<file path="config.mk">
export PLATFORM = sky130hd
export DESIGN_NAME = pfb_host
export DESIGN_NICKNAME = d
export VERILOG_FILES = /design/src/pfb_pkg.sv /design/src/pfb_tmr_if.sv /design/src/pfb_timer.sv /design/src/pfb_host.sv
export VERILOG_INCLUDE_DIRS = /design/src
export SDC_FILE = /design/constraint.sdc
export NUM_CORES = 1
export LEC_CHECK = 0
export BUFFER_PORTS_ARGS = -buffer_cell sky130_fd_sc_hd__buf_2
export CORE_ASPECT_RATIO = 0.8
export CORE_MARGIN = 3
export CORE_UTILIZATION = 35
export DETAILED_ROUTE_END_ITERATION = 12
export SYNTH_ARGS = -nofsm -noshare
export SYNTH_HDL_FRONTEND = slang
export SYNTH_HIERARCHICAL = 1
export SYNTH_SLANG_ARGS = --single-unit
</file>
<file path="constraint.sdc">
create_clock -name sys_clk -period 7.16 [get_ports sys_clk]
set_input_delay 1.074 -clock sys_clk [delete_from_list [all_inputs] [get_ports sys_clk]]
set_output_delay 1.074 -clock sys_clk [all_outputs]
set_load 0.005 [all_outputs]
</file>
<file path="src/pfb_regs.svh">
`ifndef PFB_REGS_SVH
`define PFB_REGS_SVH

`define PFB_CLK_NS 8
`define PFB_CYC_UP(t) (((t) + `PFB_CLK_NS - 1) / `PFB_CLK_NS)

`define PFB_T_RANDOM_NS 90
`define PFB_T_SELECT_NS 90
`define PFB_T_PAGE_NS 25
`define PFB_T_RESTART_NS 500
`define PFB_T_RECOVER_NS 50
`define PFB_T_TURN_NS 24
`define PFB_T_WSETUP_NS 16
`define PFB_T_WPULSE_NS 40
`define PFB_T_WHOLD_NS 16

`define PFB_CYC_RANDOM `PFB_CYC_UP(`PFB_T_RANDOM_NS)
`define PFB_CYC_SELECT `PFB_CYC_UP(`PFB_T_SELECT_NS)
`define PFB_CYC_PAGE `PFB_CYC_UP(`PFB_T_PAGE_NS)
`define PFB_CYC_RESTART `PFB_CYC_UP(`PFB_T_RESTART_NS)
`define PFB_CYC_RECOVER `PFB_CYC_UP(`PFB_T_RECOVER_NS)
`define PFB_CYC_TURN `PFB_CYC_UP(`PFB_T_TURN_NS)
`define PFB_CYC_WSETUP `PFB_CYC_UP(`PFB_T_WSETUP_NS)
`define PFB_CYC_WPULSE `PFB_CYC_UP(`PFB_T_WPULSE_NS)
`define PFB_CYC_WHOLD `PFB_CYC_UP(`PFB_T_WHOLD_NS)
`define PFB_SYNC_CYC 3

`define PFB_BUF_WORDS 6'h10
`define PFB_BUF_BYTES 6'h20
`define PFB_PAIR_SETUP_ADDR 22'h000000
`define PFB_PAIR_SETUP_DATA 16'h0000

`endif

</file>
<file path="src/pfb_pkg.sv">
package pfb_pkg;
  typedef enum logic [2:0] {
    pfb_op_read = 3'h0,
    pfb_op_write = 3'h1,
    pfb_op_pair = 3'h2,
    pfb_op_accel = 3'h3,
    pfb_op_bufld = 3'h4,
    pfb_op_restart = 3'h5
  } pfb_op_t;

  typedef enum logic [8:0] {
    pfb_s_idle = 9'h001,
    pfb_s_rd = 9'h002,
    pfb_s_turn = 9'h004,
    pfb_s_wsu = 9'h008,
    pfb_s_wlo = 9'h010,
    pfb_s_whi = 9'h020,
    pfb_s_rlo = 9'h040,
    pfb_s_rrec = 9'h080,
    pfb_s_rsp = 9'h100
  } pfb_state_t;
endpackage

</file>
<file path="src/pfb_tmr_if.sv">
`timescale 1ns/1ps
interface pfb_tmr_if;
  logic load;
  logic [15:0] count;
  logic done;
  modport ctl (output load, output count, input done);
  modport tmr (input load, input count, output done);
endinterface

</file>
<file path="src/pfb_timer.sv">
`timescale 1ns/1ps
module pfb_timer (
  input wire logic sys_clk,
  input wire logic reset_n,
  pfb_tmr_if.tmr tif
);
  logic [15:0] cnt_ff;
  logic busy_ff;

  // done fires in the count-th cycle after load
  // done must not look at load: the controller reloads on done, which would loop
  assign tif.done = busy_ff && (cnt_ff == 16'h0001);

  always_ff @(posedge sys_clk)
  begin
    if (!reset_n)
    begin
      cnt_ff <= 16'h0000;
      busy_ff <= 1'b0;
    end
    else if (tif.load)
    begin
      cnt_ff <= tif.count;
      busy_ff <= 1'b1;
    end
    else if (busy_ff)
    begin
      cnt_ff <= cnt_ff - 16'h0001;
      busy_ff <= (cnt_ff != 16'h0001);
    end
  end
endmodule

</file>
<file path="src/pfb_host.sv">
// Function
// - reads drive select and output gate low, write strobe high.
// - writes drive strobe and select low with output gate high.
// - bypass programming issues exactly two write cycles.
// - buffer loads limited to sixteen words or thirty-two bytes.
// - boost output raised only during accelerated programming.
// - an operation interrupted by restart is reissued afterwards.
`timescale 1ns/1ps
`include "pfb_regs.svh"
module pfb_host (
  input wire logic sys_clk,
  input wire logic reset_n,
  input wire logic req_valid,
  output logic req_ready,
  input wire pfb_pkg::pfb_op_t req_op,
  input wire logic [21:0] req_addr,
  input wire logic req_lsb,
  input wire logic [15:0] req_wdata,
  input wire logic byte_mode,
  input wire logic restart_req,
  output logic rsp_valid,
  output logic [15:0] rsp_rdata,
  output logic rsp_refused,
  output logic flash_ce_n,
  output logic flash_oe_n,
  output logic flash_we_n,
  output logic flash_restart_n,
  output logic flash_width_select_n,
  output logic flash_boost_en,
  output logic [21:0] flash_addr,
  output logic [15:0] flash_dq_o,
  output logic [15:0] flash_dq_oe,
  input wire logic [15:0] flash_dq_i
);
  import pfb_pkg::*;

  pfb_tmr_if tif ();

  pfb_timer u_timer (
    .sys_clk(sys_clk),
    .reset_n(reset_n),
    .tif(tif)
  );

  pfb_state_t state_ff;
  pfb_state_t nxt_state;
  pfb_op_t cur_op_ff;
  logic [21:0] cur_addr_ff;
  logic cur_lsb_ff;
  logic [15:0] cur_wdata_ff;
  logic mode_ff;
  logic live_ff;
  logic phase_ff;
  logic nxt_phase;
  logic page_open_ff;
  logic nxt_page_open;
  logic [5:0] buf_cnt_ff;
  logic [15:0] dq_meta_ff;
  logic [15:0] dq_sync_ff;
  logic rsp_valid_ff;
  logic rsp_refused_ff;
  logic [15:0] rdata_ff;
  logic ce_n_ff;
  logic oe_n_ff;
  logic we_n_ff;
  logic restart_n_ff;
  logic boost_ff;
  logic [21:0] addr_ff;
  logic [15:0] dq_o_ff;
  logic [15:0] dq_oe_ff;

  logic accept;
  logic page_hit;
  logic buf_full;
  logic is_pair;
  logic wr_nxt;
  logic use_setup;
  logic sel_mode;
  logic sel_lsb;
  logic [21:0] sel_addr;
  logic [15:0] wr_data;
  logic [15:0] rd_full;

  assign req_ready = (state_ff == pfb_s_idle) && !restart_req;
  assign accept = req_valid && req_ready;
  assign is_pair = (cur_op_ff == pfb_op_pair) || (cur_op_ff == pfb_op_accel);
  // reopening after select went high must wait the longer of both access times
  assign rd_full = (`PFB_CYC_SELECT > `PFB_CYC_RANDOM) ? 16'(`PFB_CYC_SELECT + `PFB_SYNC_CYC)
                                                       : 16'(`PFB_CYC_RANDOM + `PFB_SYNC_CYC);
  assign page_hit = page_open_ff && (req_addr[21:2] == cur_addr_ff[21:2])
                    && (byte_mode == mode_ff);
  assign buf_full = buf_cnt_ff >= (byte_mode ? `PFB_BUF_BYTES : `PFB_BUF_WORDS);
  assign sel_mode = accept ? byte_mode : mode_ff;
  assign sel_lsb = accept ? req_lsb : cur_lsb_ff;
  assign wr_nxt = (nxt_state == pfb_s_wsu) || (nxt_state == pfb_s_wlo)
                  || (nxt_state == pfb_s_whi);
  assign use_setup = is_pair && !nxt_phase && wr_nxt;
  assign sel_addr = use_setup ? `PFB_PAIR_SETUP_ADDR : (accept ? req_addr : cur_addr_ff);
  assign wr_data = use_setup ? `PFB_PAIR_SETUP_DATA : cur_wdata_ff;

  always_comb
  begin
    nxt_state = state_ff;
    nxt_phase = phase_ff;
    tif.load = 1'b0;
    tif.count = 16'h0001;
    case (state_ff)
      pfb_s_idle:
        if (accept)
        begin
          nxt_phase = 1'b0;
          if (req_op == pfb_op_read)
          begin
            nxt_state = pfb_s_rd;
            tif.load = 1'b1;
            if (page_hit)
              tif.count = 16'(`PFB_CYC_PAGE + `PFB_SYNC_CYC);
            else if (page_open_ff)
              tif.count = 16'(`PFB_CYC_RANDOM + `PFB_SYNC_CYC);
            else
              tif.count = rd_full;
          end
          else if (req_op == pfb_op_restart)
            nxt_state = pfb_s_rlo;
          else if ((req_op == pfb_op_bufld) && buf_full)
            nxt_state = pfb_s_rsp;
          else
          begin
            nxt_state = pfb_s_turn;
            tif.load = 1'b1;
            tif.count = 16'(`PFB_CYC_TURN);
          end
        end
      pfb_s_rd:
        if (tif.done)
          nxt_state = pfb_s_rsp;
      pfb_s_turn:
        if (tif.done)
        begin
          nxt_state = pfb_s_wsu;
          tif.load = 1'b1;
          tif.count = 16'(`PFB_CYC_WSETUP);
        end
      pfb_s_wsu:
        if (tif.done)
        begin
          nxt_state = pfb_s_wlo;
          tif.load = 1'b1;
          tif.count = 16'(`PFB_CYC_WPULSE);
        end
      pfb_s_wlo:
        if (tif.done)
        begin
          nxt_state = pfb_s_whi;
          tif.load = 1'b1;
          tif.count = 16'(`PFB_CYC_WHOLD);
        end
      pfb_s_whi:
        if (tif.done)
        begin
          if (is_pair && !phase_ff)
          begin
            nxt_phase = 1'b1;
            nxt_state = pfb_s_wsu;
            tif.load = 1'b1;
            tif.count = 16'(`PFB_CYC_WSETUP);
          end
          else
            nxt_state = pfb_s_rsp;
        end
      pfb_s_rlo:
        if (tif.done)
        begin
          nxt_state = pfb_s_rrec;
          tif.load = 1'b1;
          tif.count = 16'(`PFB_CYC_RECOVER);
        end
      pfb_s_rrec:
        if (tif.done)
        begin
          nxt_phase = 1'b0;
          if (!live_ff)
            nxt_state = pfb_s_idle;
          else if (cur_op_ff == pfb_op_restart)
            nxt_state = pfb_s_rsp;
          else if (cur_op_ff == pfb_op_read)
          begin
            nxt_state = pfb_s_rd;
            tif.load = 1'b1;
            tif.count = rd_full;
          end
          else
          begin
            nxt_state = pfb_s_turn;
            tif.load = 1'b1;
            tif.count = 16'(`PFB_CYC_TURN);
          end
        end
      default:
        nxt_state = pfb_s_idle;
    endcase
    // restart preempts everything; the timer is reloaded for the full pulse
    if ((restart_req || (nxt_state == pfb_s_rlo)) && (state_ff != pfb_s_rlo))
    begin
      nxt_state = pfb_s_rlo;
      tif.load = 1'b1;
      tif.count = 16'(`PFB_CYC_RESTART);
    end
  end

  // page stays open with select and gate low so the next hit is fast
  always_comb
  begin
    nxt_page_open = page_open_ff;
    if (nxt_state == pfb_s_rd)
      nxt_page_open = 1'b1;
    else if (nxt_state != pfb_s_idle && nxt_state != pfb_s_rsp)
      nxt_page_open = 1'b0;
  end

  always_ff @(posedge sys_clk)
  begin
    if (!reset_n)
    begin
      state_ff <= pfb_s_idle;
      phase_ff <= 1'b0;
      page_open_ff <= 1'b0;
    end
    else
    begin
      state_ff <= nxt_state;
      phase_ff <= nxt_phase;
      page_open_ff <= nxt_page_open;
    end
  end

  always_ff @(posedge sys_clk)
  begin
    if (!reset_n)
    begin
      cur_op_ff <= pfb_op_read;
      cur_addr_ff <= 22'h000000;
      cur_lsb_ff <= 1'b0;
      cur_wdata_ff <= 16'h0000;
      mode_ff <= 1'b0;
    end
    else if (accept)
    begin
      cur_op_ff <= req_op;
      cur_addr_ff <= req_addr;
      cur_lsb_ff <= req_lsb;
      cur_wdata_ff <= req_wdata;
      mode_ff <= byte_mode;
    end
  end

  // live marks an op still owed a response; a restart in flight reissues it
  always_ff @(posedge sys_clk)
  begin
    if (!reset_n)
      live_ff <= 1'b0;
    else if (nxt_state == pfb_s_rsp)
      live_ff <= 1'b0;
    else if (accept)
      live_ff <= 1'b1;
  end

  always_ff @(posedge sys_clk)
  begin
    if (!reset_n)
      buf_cnt_ff <= 6'h00;
    else if (nxt_state == pfb_s_rlo)
      buf_cnt_ff <= 6'h00;
    else if (accept && (req_op == pfb_op_bufld) && !buf_full)
      buf_cnt_ff <= buf_cnt_ff + 6'h01;
    else if (accept && (req_op == pfb_op_write))
      buf_cnt_ff <= 6'h00;
  end

  always_ff @(posedge sys_clk)
  begin
    if (!reset_n)
    begin
      dq_meta_ff <= 16'h0000;
      dq_sync_ff <= 16'h0000;
    end
    else
    begin
      dq_meta_ff <= flash_dq_i;
      dq_sync_ff <= dq_meta_ff;
    end
  end

  always_ff @(posedge sys_clk)
  begin
    if (!reset_n)
    begin
      rsp_valid_ff <= 1'b0;
      rsp_refused_ff <= 1'b0;
      rdata_ff <= 16'h0000;
    end
    else
    begin
      rsp_valid_ff <= (nxt_state == pfb_s_rsp);
      rsp_refused_ff <= (nxt_state == pfb_s_rsp) && (state_ff == pfb_s_idle);
      if ((state_ff == pfb_s_rd) && tif.done)
        rdata_ff <= mode_ff ? {8'h00, dq_sync_ff[7:0]} : dq_sync_ff;
    end
  end

  always_ff @(posedge sys_clk)
  begin
    if (!reset_n)
    begin
      ce_n_ff <= 1'b1;
      oe_n_ff <= 1'b1;
      we_n_ff <= 1'b1;
      restart_n_ff <= 1'b1;
      boost_ff <= 1'b0;
      addr_ff <= 22'h000000;
      dq_o_ff <= 16'h0000;
      dq_oe_ff <= 16'h0000;
    end
    else
    begin
      ce_n_ff <= !(nxt_page_open || wr_nxt);
      oe_n_ff <= !nxt_page_open;
      we_n_ff <= !(nxt_state == pfb_s_wlo);
      restart_n_ff <= !(nxt_state == pfb_s_rlo);
      boost_ff <= wr_nxt && (cur_op_ff == pfb_op_accel);
      addr_ff <= sel_addr;
      if (sel_mode)
      begin
        // top line is an address input in byte mode, so it is driven always
        dq_o_ff <= {sel_lsb && !use_setup, 7'h00, wr_data[7:0]};
        dq_oe_ff <= {1'b1, 7'h00, {8{wr_nxt}}};
      end
      else
      begin
        dq_o_ff <= wr_data;
        dq_oe_ff <= {16{wr_nxt}};
      end
    end
  end

  assign rsp_valid = rsp_valid_ff;
  assign rsp_refused = rsp_refused_ff;
  assign rsp_rdata = rdata_ff;
  assign flash_ce_n = ce_n_ff;
  assign flash_oe_n = oe_n_ff;
  assign flash_we_n = we_n_ff;
  assign flash_restart_n = restart_n_ff;
  assign flash_width_select_n = !mode_ff;
  assign flash_boost_en = boost_ff;
  assign flash_addr = addr_ff;
  assign flash_dq_o = dq_o_ff;
  assign flash_dq_oe = dq_oe_ff;
endmodule

</file>
==> reports/qor.csv <==
metric,value,unit
routed_wl,17360,um
route.detailed.drc,0,
grt_pass1_wl,27860,um
post-route-util,0.4286,
cp_max_fo,28,
use_met3,0.05981,
port_buffers,141,
start_util,0.3597,
die_w,166.2,um
dr.pass1.iters,5,
max-slew-margin-rel,0.3330,
grt_use_total,0.1546,
fin_skew,0.01183,ns
drv_cap,0,
hold_violations,0,
worstMarginPinSlew,1.001,ns
synth_edf_count,0,
cts_resized,0,
final_layout_size_suffix_gt1_frac,0.1942,
cts-root-buf,clkbuf_16,
synthArstFlopShare,0,
worstSetupPathType,reg2reg,
syn_inst,809,
synth_seq_area_share,0.4849,
synthTopCellsByCount,"dfxtp_1, nand2_1, a21boi_0",
routedWlPerCell,14.50,um
netlist.area_leader.share,0.4849,
p_per_area,251.1,nW/um^2
ant_nets,0,
grt_overflow,0,
hold_path.class,reg2reg,
ys.flop_type,dfxtp_1,
fp-row-count,46,
final_nets,988,
ys_warn_count,6,
die_h,134.1,um
hpwl,11750,um
period_minus_slack,4.635,ns
yosys-top-cells-area,"dfxtp_1, nand2_1, a21boi_0, and2_1, xor2_1",
hold_buffers,0,
status,"finished, final reports clean",
grt_pass1_vias,5228,
max_freq,0.2157,GHz
area_delta_synth_final,19.16,%
postCtsSetupBuffers,0,
cts_sinks,174,
required,7.46,ns
htree_levels,4,
avgSynthCellArea,8.879,sq um
cp.arrival,4.93,ns
num_vias,5711,
cts_tree,yes,
dpl.cell_count,1164,
path_clk_slew,0.07,ns
drt_iter0_drc,272,
clk_latency,0.43,ns
crit_path_start_kind,register,
rsz0062_at_grt,no,
yosys.area.top_type,dfxtp_1,
ioPinCount,142,
dieArea,22290,sq um
place_congestion,0.9238,
cts_buffers,17,
yosysMostFrequentCell,dfxtp_1,
grt_use_met1,0.2134,
synth.distinct_cells,66,
vias_per_cell,4.771,
layoutNonFillerInstCount,1197,
busiest_layer,met2,
irDropWorstVdd,166.6,uV
fin_tns_setup,0,ns
antenna_found_initial,4,
cts_buffer_depth,2,
syn_area,7183,sq um
drv_slew,0,
end_kind,register,
core-area,19970,sq um
ys_ff_latch,174,
grt_max_degree,87,
fin_crit_sh,0.6474,
use_met2,0.2276,
setup_viol,0,
finalPower,2.150,mW
p_leak,3.641,nW
per-stage QoR:
stage               setup slack, ns  cell area [sq um]  hold slack (ns)
finish                        2.525               8559           0.4307
detailed placement            2.609               7953           0.4169
global placement              2.938               7953           0.4136
floorplan                     3.754               7217           0.4099
global route                  2.015               8559           0.4442
CTS                           2.589               8557           0.4287
flip-flops by register name (all words and copies together) (netlist names), 3 cells and up:
| register | cells |
|---|---|
| buf_cnt_ff | 6 |
| state_ff | 9 |
| dq_meta_ff | 16 |
| cur_addr_ff | 22 |
| flash_dq_o | 16 |
| u_timer/cnt_ff | 16 |
| cur_wdata_ff | 16 |
| flash_addr | 22 |
| flash_dq_oe | 3 |
| rsp_rdata | 16 |
| cur_op_ff | 3 |
| dq_sync_ff | 16 |
worst max-delay path, cell delays in order, from the launching register on:
cell,delay (ns)
dfxtp_1,0.36
nor4_1,0.58
nand4_1,0.25
nor4_1,0.34
and2_1,0.40
nor3b_1,0.52
nand3_1,0.23
nor2_1,0.21
a221oi_1,0.15
o21ai_0,0.27
clkinv_1,0.72
o21ai_0,0.40
a21oi_1,0.06
power breakdown:
part | switching [mW] | leakage [nW] | total [mW] | internal [mW]
Clock | 0.435 | 0.294 | 0.934 | 0.499
Sequential | 0.0280 | 1.42 | 1.03 | 1.01
Combinational | 0.104 | 1.93 | 0.181 | 0.0778
Total | 0.566 | 3.64 | 2.15 | 1.58
cell type report:
class	instances	area (sq um)
Multi-Input combinational cell	566	3344
Timing Repair Buffer	145	738.2
Antenna cell	1	2.502
Sequential cell	174	3483
Clock inverter	15	178.9
Fill cell	1994	11410
Inverter	15	56.30
Tap cell	264	330.3
Clock buffer	17	425.4
layer usage:
| metal | vias to the layer above | routed length (um) |
|---|---|---|
| li1 | 2943 | - |
| met1 | 2595 | 8450 |
| met2 | 147 | 7411 |
| met3 | 20 | 1262 |
| met4 | 6 | 199 |
| met5 | - | 34 |
cell usage in the layout, fill, tap and decap left out, types with 8 or more instances in the layout:
master     Yosys  routed
a21boi_0      48      48
a21oi_1       30      30
and2_1        41      41
and3_1        14      14
buf_2         11     140
clkbuf_16      0      17
conb_1         1      10
dfxtp_1      174     174
inv_1         14      14
nand2_1      133     133
nand3_1       16      16
nor2_1        39      39
nor2b_1       39      39
nor3_1         8       8
nor4_1        15      15
o21ai_0       31      31
or3_1          8       8
xnor2_1       10      10
xor2_1        29      29
path summary, 6_finish.rpt:
path / slack [ns] / cells after the start / startpoint / to
max: 2.52 / 12 / u_timer/cnt_ff[7] / u_timer/cnt_ff[3]
min: 0.43 / 2 / cur_wdata_ff[5] / flash_dq_o[5]
max reg2reg: 2.52 / 12 / u_timer/cnt_ff[7] / u_timer/cnt_ff[3]
min reg2reg: 0.43 / 2 / cur_wdata_ff[5] / flash_dq_o[5]
logic make-up (layout without fill, tap and decap cells):
family | count (synthesis) | count (layout) | synth area share
AOI/OAI and AO/OA | 153 | 153 | 0.1416
other | 1 | 11 | 0.0005221
xor gates and xnor gates | 39 | 39 | 0.04755
muxes | 1 | 1 | 0.001394
DFF | 174 | 174 | 0.4849
and+or+nand+nor | 357 | 357 | 0.2594
buffers and inverters | 78 | 192 | 0.05417
adders and majority gates | 6 | 6 | 0.01045
Note: power is estimated with default switching activity, not from simulation.
